===== src/core/encoder_probe_pkg.sv =====
// Constants for the encoder control word interpreter.
// Assumes one clock domain; every user writes encoder_probe_pkg::name.
package encoder_probe_pkg;

	////////////////////////////////////////////////////////////////////////
	// Control word layout
	localparam int CTRL_WIDTH = 16;
	localparam int FUNC_COUNT = 4;
	localparam int FUNC_LSB = 0;
	localparam int CMD_LSB = 4;
	localparam int CMD_WIDTH = 3;
	localparam int MODE_BIT = 7;

	////////////////////////////////////////////////////////////////////////
	// Command and mode encodings
	localparam logic [CMD_WIDTH-1:0] CMD_NONE = 3'h0;
	localparam logic [CMD_WIDTH-1:0] CMD_ACTIVATE = 3'h1;
	localparam logic MODE_REFMARK = 1'b0;
	localparam logic MODE_PROBE = 1'b1;

	////////////////////////////////////////////////////////////////////////
	// Reset values, mark counter width and limit
	localparam logic MODE_RESET = 1'b0;
	localparam int MARK_COUNT_WIDTH = 3;
	localparam logic [MARK_COUNT_WIDTH-1:0] MARK_COUNT_RESET = 3'h0;
	localparam logic [MARK_COUNT_WIDTH-1:0] MARK_COUNT_MAX = 3'h4;

	////////////////////////////////////////////////////////////////////////
	// Capture channel states
	typedef enum logic [2:0] {
		CH_IDLE = 3'b001,
		CH_ARMED = 3'b010,
		CH_DONE = 3'b100
	} channel_state_t;

endpackage


===== src/core/capture_channel_if.sv =====
// Signals between the control word interpreter and one capture channel.
// Assumes the channel and its controller share one clock.
`timescale 1ns/100ps
`default_nettype none
interface capture_channel_if #(parameter int POS_WIDTH = 32);
	logic arm;
	logic hit;
	logic [POS_WIDTH-1:0] position;
	logic active;
	logic done;
	logic [POS_WIDTH-1:0] value;

	modport ctrl (output arm, output hit, output position, input active, input done, input value);
	modport chan (input arm, input hit, input position, output active, output done, output value);
endinterface
`default_nettype wire


===== src/core/capture_channel.sv =====
// One capture function: armed by a start, latches the position on its event.
// Assumes arm, hit and position are synchronous to clk_in.
`timescale 1ns/100ps
`default_nettype none
module capture_channel (
	input wire logic clk_in,
	input wire logic reset_in,
	input wire logic clk_en_in,
	capture_channel_if.chan link
);

	encoder_probe_pkg::channel_state_t state;

	////////////////////////////////////////////////////////////////////////
	// Arm, wait for the event, hold the result
	always_ff @(posedge clk_in) begin
		if (reset_in) begin
			state <= encoder_probe_pkg::CH_IDLE;
		end else if (clk_en_in) begin
			case (state)
				encoder_probe_pkg::CH_IDLE: begin
					if (link.arm) begin
						state <= encoder_probe_pkg::CH_ARMED;
					end
				end
				encoder_probe_pkg::CH_ARMED: begin
					// A new start on the same edge wins; the event is dropped
					if (link.hit && !link.arm) begin
						state <= encoder_probe_pkg::CH_DONE;
					end
				end
				encoder_probe_pkg::CH_DONE: begin
					if (link.arm) begin
						state <= encoder_probe_pkg::CH_ARMED;
					end
				end
				default: begin
					state <= encoder_probe_pkg::CH_IDLE;
				end
			endcase
		end
	end

	always_ff @(posedge clk_in) begin
		if (reset_in) begin
			link.value <= '0;
		end else if (clk_en_in && state == encoder_probe_pkg::CH_ARMED && link.hit && !link.arm) begin
			link.value <= link.position;
		end
	end

	assign link.active = (state == encoder_probe_pkg::CH_ARMED);
	assign link.done = (state == encoder_probe_pkg::CH_DONE);
endmodule
`default_nettype wire


===== src/core/encoder_probe_refmark_control.sv =====
// Encoder control word interpreter: reference mark search and flying measurement.
// Assumes control word, probe, mark and position inputs are synchronous to clk_in.
`timescale 1ns/100ps
`default_nettype none
module encoder_probe_refmark_control #(
	parameter int POS_WIDTH = 32
) (
	input wire logic clk_in,
	input wire logic reset_in,
	input wire logic clk_en_in,
	input wire logic [encoder_probe_pkg::CTRL_WIDTH-1:0] encoder_control_word_in,
	input wire logic control_valid_in,
	input wire logic ref_mark_in,
	input wire logic probe1_in,
	input wire logic probe2_in,
	input wire logic [POS_WIDTH-1:0] position_in,
	input wire logic [1:0] value_select_in,
	output logic [encoder_probe_pkg::FUNC_COUNT-1:0] function_status_bits_out,
	output logic mode_out,
	output logic values_ready_out,
	output logic [POS_WIDTH-1:0] value_out
);

	localparam int FUNCS = encoder_probe_pkg::FUNC_COUNT;
	localparam int MCW = encoder_probe_pkg::MARK_COUNT_WIDTH;

	if (POS_WIDTH < 1 || POS_WIDTH > 64) begin : gen_bad_width
		$error("POS_WIDTH must lie between 1 and 64");
	end

	////////////////////////////////////////////////////////////////////////
	// Control word fields
	logic [FUNCS-1:0] func_bits;
	logic [encoder_probe_pkg::CMD_WIDTH-1:0] command;
	logic word_mode;
	logic start;

	assign func_bits = encoder_control_word_in[encoder_probe_pkg::FUNC_LSB +: FUNCS];
	assign command = encoder_control_word_in[encoder_probe_pkg::CMD_LSB +: encoder_probe_pkg::CMD_WIDTH];
	assign word_mode = encoder_control_word_in[encoder_probe_pkg::MODE_BIT];
	assign start = control_valid_in && command == encoder_probe_pkg::CMD_ACTIVATE;

	logic mode;

	always_ff @(posedge clk_in) begin
		if (reset_in) begin
			mode <= encoder_probe_pkg::MODE_RESET;
		end else if (clk_en_in && start) begin
			mode <= word_mode;
		end
	end

	assign mode_out = mode;

	////////////////////////////////////////////////////////////////////////
	// Edge detection on probes and reference mark
	logic probe1_last;
	logic probe2_last;
	logic ref_last;

	always_ff @(posedge clk_in) begin
		if (reset_in) begin
			probe1_last <= 1'b0;
			probe2_last <= 1'b0;
			ref_last <= 1'b0;
		end else if (clk_en_in) begin
			probe1_last <= probe1_in;
			probe2_last <= probe2_in;
			ref_last <= ref_mark_in;
		end
	end

	logic ref_rise;
	logic [FUNCS-1:0] probe_hit;

	assign ref_rise = ref_mark_in && !ref_last;
	assign probe_hit = {!probe2_in && probe2_last, probe2_in && !probe2_last,
		!probe1_in && probe1_last, probe1_in && !probe1_last};

	// Marks seen since the last start, saturating at MARK_COUNT_MAX; in reference mark mode mark n completes function n
	logic [encoder_probe_pkg::MARK_COUNT_WIDTH-1:0] mark_count;

	always_ff @(posedge clk_in) begin
		if (reset_in) begin
			mark_count <= encoder_probe_pkg::MARK_COUNT_RESET;
		end else if (clk_en_in) begin
			if (start) begin
				mark_count <= encoder_probe_pkg::MARK_COUNT_RESET;
			end else if (ref_rise && mark_count != encoder_probe_pkg::MARK_COUNT_MAX) begin
				mark_count <= mark_count + 3'h1;
			end
		end
	end

	////////////////////////////////////////////////////////////////////////
	// Capture channels, one per function
	capture_channel_if #(.POS_WIDTH(POS_WIDTH)) chan_if[FUNCS] ();
	logic [FUNCS-1:0] act;
	logic [FUNCS-1:0] dn;
	logic [FUNCS-1:0] ref_hit;
	logic [POS_WIDTH-1:0] values [FUNCS];

	genvar g;
	generate
		for (g = 0; g < FUNCS; g++) begin : gen_chan
			assign ref_hit[g] = ref_rise && mark_count == MCW'(g);
			assign chan_if[g].arm = start && func_bits[g];
			assign chan_if[g].hit = (mode == encoder_probe_pkg::MODE_PROBE) ? probe_hit[g] : ref_hit[g];
			assign chan_if[g].position = position_in;
			assign act[g] = chan_if[g].active;
			assign dn[g] = chan_if[g].done;
			assign values[g] = chan_if[g].value;

			capture_channel u_chan (
				.clk_in(clk_in),
				.reset_in(reset_in),
				.clk_en_in(clk_en_in),
				.link(chan_if[g])
			);
		end
	endgenerate

	assign function_status_bits_out = act;

	////////////////////////////////////////////////////////////////////////
	// Read-back: held at zero while any activated function still runs
	logic next_ready;

	assign next_ready = (|dn) && !(|act);

	always_ff @(posedge clk_in) begin
		if (reset_in) begin
			values_ready_out <= 1'b0;
			value_out <= '0;
		end else if (clk_en_in) begin
			values_ready_out <= next_ready;
			value_out <= next_ready ? values[value_select_in] : '0;
		end
	end
endmodule
`default_nettype wire


===== config.mk =====
export PLATFORM = sky130hd
export DESIGN_NAME = encoder_probe_refmark_control
export DESIGN_NICKNAME = d
export VERILOG_FILES = /design/src/core/encoder_probe_pkg.sv /design/src/core/capture_channel_if.sv /design/src/core/capture_channel.sv /design/src/core/encoder_probe_refmark_control.sv
export SDC_FILE = /design/constraint.sdc
export NUM_CORES = 1
export LEC_CHECK = 0
export BUFFER_PORTS_ARGS = -buffer_cell sky130_fd_sc_hd__buf_2
export CAP_MARGIN = 20
export CORE_UTILIZATION = 30
export CTS_CLUSTER_SIZE = 14
export DETAILED_ROUTE_END_ITERATION = 10
export PLACE_DENSITY_LB_ADDON = 0.25
export SETUP_SLACK_MARGIN = 0.05
export SLEW_MARGIN = 20
export SYNTH_ARGS = -nofsm -noshare
export SYNTH_HDL_FRONTEND = slang
export SYNTH_HIERARCHICAL = 1
export SYNTH_SLANG_ARGS = --single-unit

===== constraint.sdc =====
create_clock -name clk_in -period 1.6 [get_ports clk_in]
set_input_delay 0.16 -clock clk_in [delete_from_list [all_inputs] [get_ports clk_in]]
set_output_delay 0.16 -clock clk_in [all_outputs]
set_load 0.05 [all_outputs]

### Word-level counts from Yosys, hierarchy flattened

Cells that the tools add are included.

| word-level totals | value |
|---|---|
| flip-flop bits (word level) | 180 |
| input bits | 57 |
| output and inout port bits | 38 |
| word-level logic and storage cells | 121 |

| cells by class | value |
|---|---|
| add/sub/neg operators | 1 |
| magnitude comparators | 1 |
| eq/ne operators | 25 |
| mux-type cells | 22 |
| bitwise gates (word level) | 1 |
| reduce and logical (&&, ||, !) cells | 56 |

Operators by type and width:

| operator | number |
|---|---|
| $mux 32 | 3 |
| $bmux 32 s2 | 1 |
| $logic_and 1x1->1 | 33 |
| $mux 3 | 10 |
| $pmux 3 s2 | 4 |
| $eq 3x1->1 const B | 6 |
| $eq 3x2->1 const B | 6 |
| $ne 2x1->1 const B | 8 |
| $eq 3x3->1 const B | 4 |
| $reduce_and 3->1 | 4 |
| $logic_not 1->1 | 10 |
| $reduce_or 2->1 | 4 |
| $reduce_or 4->1 | 2 |
| $mux 1 | 4 |
| $add 3x1->3 const B | 1 |
| $ge 3x3->1 const B | 1 |
| $logic_not 3->1 | 1 |
| $ne 3x3->1 const B | 1 |
| $not 2->3 | 1 |
| $reduce_and 2->1 | 1 |
| $reduce_bool 2->1 | 1 |

### Longest topological paths before layout

| depth | value |
|---|---|
| word-level depth | 7 |
| mapped depth | 10 |
| mapped depth without buffers | 8 |

### By module

Netlist, hierarchy kept.

By module, submodules not included:

| module | times used | cells each | area an instance (µm²) | seq. area each (µm²) |
|---|---|---|---|---|
| capture_channel | 4 | 167 | 1,316.3 | 700.7 |
| encoder_probe_refmark_control | 1 | 244 | 2,680.1 | 800.8 |

### Worst setup path before layout

OpenSTA, ideal clock, no wires.

| path | value |
|---|---|
| kind | reg-to-reg |
| from | register mode (netlist: mode_out) |
| to | register gen_chan[1].u_chan.link.value[0] |
| setup time | 0.070 ns |
| arrival | 1.881 ns |
| required time | 1.530 ns |
| path slack | -0.351 ns |
| cell stages (with the launch flop) | 9 |
| buffers on the path | 2 |
| clock period less this slack | 1.951 ns |
| cell sequence | dfxtp_1 > nor4b_1 > a32o_1 > nor2b_1 > and3b_1 > buf_4 > buf_6 > nand2_1 > a21oi_1 |

| between the ends | value |
|---|---|
| longest elaborated chain between the ends | 3 |

Ends and longest elaborated chain:

| what | line | RTL |
|---|---|---|
| start, declared | encoder_probe_refmark_control.sv:43 | `logic mode;` |
| start signal, assigned | encoder_probe_refmark_control.sv:47 | `mode <= encoder_probe_pkg::MODE_RESET;` |
| start signal, assigned | encoder_probe_refmark_control.sv:49 | `mode <= word_mode;` |
| $mux 1 | encoder_probe_refmark_control.sv:108 | `assign chan_if[g].hit = (mode == encoder_probe_pkg::MODE_PROBE) ? probe_hit[g] : ref_hit[g];` |
| net chan_if[1].hit | capture_channel_if.sv:7 | `logic hit;` |
| $logic_and 1x1->1 (2 in series) | capture_channel.sv:47 | `end else if (clk_en_in && state == encoder_probe_pkg::CH_ARMED && link.hit && !link.arm) begin` |
| end signal, assigned | capture_channel.sv:48 | `link.value <= link.position;` |
| end, declared | capture_channel_if.sv:14 | `modport chan (input arm, input hit, input position, output active, output done, output value);` |

The timed path passes the listed nets, and every way through them passes these cells.
A chain may end at the register's enable or synchronous reset.

### Final worst setup path

| path | value |
|---|---|
| from | register mode (netlist: mode_out) |
| to | register gen_chan[1].u_chan.link.value[19] |

Same word-level chain as after synthesis.

==> reports/metrics.cfg <==
[grt]
grt_max_degree = 83
gr-total-overflow = 0
grt_usage = 0.164
grt_pass1_wl_um = 34600
antenna_found_initial = 0
grt_pass1_vias = 6479

[pwr]
p_sw_mw = 2.23
peakVddDrop_mv = 0.608
pwr-share-comb = 0.058
cellPowerDensity_mw_per_mm2 = 877
p_int_mw = 7.42
power_leakage_nw = 4.07
sw_frac_of_total = 0.232
pwr-share-seq = 0.466
pwr-share-clk = 0.476
power_mw = 9.65

[job]
maxCapViolCount = 0

[detailed_routing]
vias = 6759
drt_iter0_markers = 487
wirelength_um = 22300
wl_per_cell_um = 15.9
drc = 0
first_pass_iters = 5
vias_per_cell = 4.81
ant_nets = 0

[place]
globalplace.congestion = 0.772
hpwl_um = 13300
place_area_mm2 = 0.00908
io_buffers = 86
place_inst = 1324

[clock_network]
cts-root-buf = clkbuf_16
cts_tree = yes
clock_path_buffers = 2
cts_buffers = 17
cts.sinks = 180
htreeDepth = 4
clkTransAtPathRegs_ns = 0.07
clock_latency_ns = 0.43

[worst_setup_path]
required_ns = 1.96
crit_family = simple AND/OR/NAND/NOR gates
slowest_delay_ns = 0.35
cp.arrival_ns = 2.16
cp_max_fo = 7
crit_path_top_delay_cell = dfxtp_4
cp-end-kind = flop
cp-start-kind = flop
path_cells = nor4b_4 -> a32o_2 -> nor2b_4 -> and3b_4 -> clkbuf_16 -> nand2_1 -> a21oi_1
critPathKind = reg -> reg
critPathBufInv = 1
rrSetupSlack_ns = -0.20

[floorplan]
num_io_pins = 95
die_h_um = 165
core-area_mm2 = 0.0260
start_util = 0.306
fp.dieW_um = 165
placementRows = 59
die-area_mm2 = 0.0271

[timing]
rsz0062_at_grt = true
finalCritPeriodShare = 1.13
drv_slew = 0
setup_viol = 133
hold_slack_ns = 0.0134
worst_pin_slew_ns = 0.472
finalClockSkew_ns = 0.0116
fin_crit_ns = 1.80
relSlewSlack = 0.685
max_freq_ghz = 0.555
finalHoldViolCount = 0
fin_ws_ns = -0.201

[final_layout]
area_delta_synth_final_pct = 38.5
diodes = 0
postLayoutCellArea_mm2 = 0.0110
nFillCells = 2569
layout.cells.non_filler = 1405
nets = 1119
multi_input_area_mm2 = 0.00425
drive_above_1_share = 0.351
seq_area_mm2 = 0.00362
fin_util = 0.423

[synth]
synth_area_mm2 = 0.00795
ys.warnings.count = 6
syn_avg_cell_area_um2 = 8.71
ys_top_cells_by_area = dfxtp_1, nand2_1, mux4_2
synth_edf_count = 0
ys_seq_area_frac = 0.454
syn_nets = 974
ys.flop_type = dfxtp_1
netlist.area_leader.share = 0.454
synth_top_area_cell = dfxtp_1
synth_cells = 912
ys_seq_elements = 180
ys_types = 40
ys_async_sr_fraction = 0

[status]
violations = setup timing
status = finished, violations left

[worst_hold_path]
hold_class = in -> reg

[worst min-delay path: stages]
cell	delay [ns]
buf_2	0.13
nand2_1	0.06
a21oi_1	0.05
[flip-flops by register name, summed over array words and instances (netlist names)]
signal / flops
probe2_last: 1
gen_chan.u_chan/state: 12
probe1_last: 1
mark_count: 3
ref_last: 1
mode_out: 1
gen_chan.u_chan/link.value: 128
values_ready_out: 1
value_out: 32
[synthesized netlist by cell type (2+ instances only)]
cell and count:
a21oi_1 138, a31oi_1 12, and2_1 4, and2b_1 4, and3b_1 5, buf_1 4, buf_2 15, buf_4 8
buf_6 19, clkbuf_1 20, clkinv_1 5, dfxtp_1 180, ha_1 5, inv_1 72, mux2i_1 3, mux4_2 32
nand2_1 270, nand2b_1 13, nand3_1 3, nand3b_1 2, nand4_2 4, nand4b_1 4, nor2_1 20, nor2b_1 4
o21ai_0 16, o21bai_1 4, o32ai_1 24, o32ai_2 10
[cell type report]
type / count / area share
multi-input cells: 588 / 0.386
flip-flops and latches: 180 / 0.329
repair buffers: 193 / 0.162
clock buffers: 19 / 0.0403
well taps: 335 / 0.0381
inverters: 77 / 0.0263
clock inverters: 13 / 0.0181
[cells by family after synthesis]
group           synth area share
compound gates             0.160
fa+ha+maj                0.00787
buf+inv                   0.0935
flops                      0.454
mux                       0.0945
simple gates               0.190
[layer usage]
layer	vias up	track usage	wire, um
met5	-	0	0
met4	0	0.0400	189
met3	10	0.0244	783
met2	118	0.275	10900
met1	3262	0.220	10400
li1	3369	-	-
[what timing repair did]
action,in CTS,in global routing
cloned,3,6
gates resized for setup,45,139
endpoints found under the hold margin,113,0
setup buffers,6,2
pin swaps,9,65
hold buffers,33,0
endpoints found under the setup margin,168,170
[through the flow]
| stage | setup WS, ns | TNS, ns |
|---|---|---|
| after floorplan | 0.0396 | 0 |
| after global placement | -0.152 | -16.20 |
| after detailed placement | -0.171 | -17.47 |
| after CTS | -0.181 | -19.51 |
| after global routing | -0.317 | -34.49 |
| final | -0.201 | -19.69 |
[final timing paths]
path | start | to | cells past startpoint
max | mode_out$_SDFFE_PP0P_ | gen_chan[1].u_chan/link.value[19]$_SDFFE_PP0P_ | 7
min | position_in[30] | gen_chan[1].u_chan/link.value[30]$_SDFFE_PP0P_ | 3
max reg2reg | mode_out$_SDFFE_PP0P_ | gen_chan[1].u_chan/link.value[19]$_SDFFE_PP0P_ | 7
min reg2reg | gen_chan[2].u_chan/link.value[2]$_SDFFE_PP0P_ | gen_chan[2].u_chan/link.value[2]$_SDFFE_PP0P_ | 2
[placed cells by master, fill, tap and decap left out, types with 4 or more instances in the layout]
cell type / instances
nand2_1: 224
dfxtp_1: 167
a21oi_1: 93
buf_2: 81
inv_1: 70
a21oi_2: 45
buf_4: 36
dlygate4sd3_1: 33
mux4_2: 32
nand2_4: 31
o32ai_1: 24
clkbuf_16: 22
buf_12: 20
nor2_1: 15
nand2_2: 15
buf_6: 13
o21ai_0: 11
a31oi_1: 11
dfxtp_2: 11
o32ai_2: 10
nand2b_4: 8
o21ai_1: 5
clkinv_1: 5
nand2b_1: 5
and2_1: 4
bufinv_16: 4
clkinv_4: 4
nor2b_4: 4
and2b_1: 4
nand4b_1: 4
o21bai_1: 4
[power by group through the flow]
stage	Sequential, mW	Combinational [mW]	Clock, mW
floorplan	4.60	0.227	0
global placement	4.60	0.447	0
detailed placement	4.60	0.445	0
CTS	4.50	0.524	4.68
global route	4.49	0.603	4.85
finish	4.50	0.558	4.60
No activity file was read; power rests on OpenSTA's default activity.
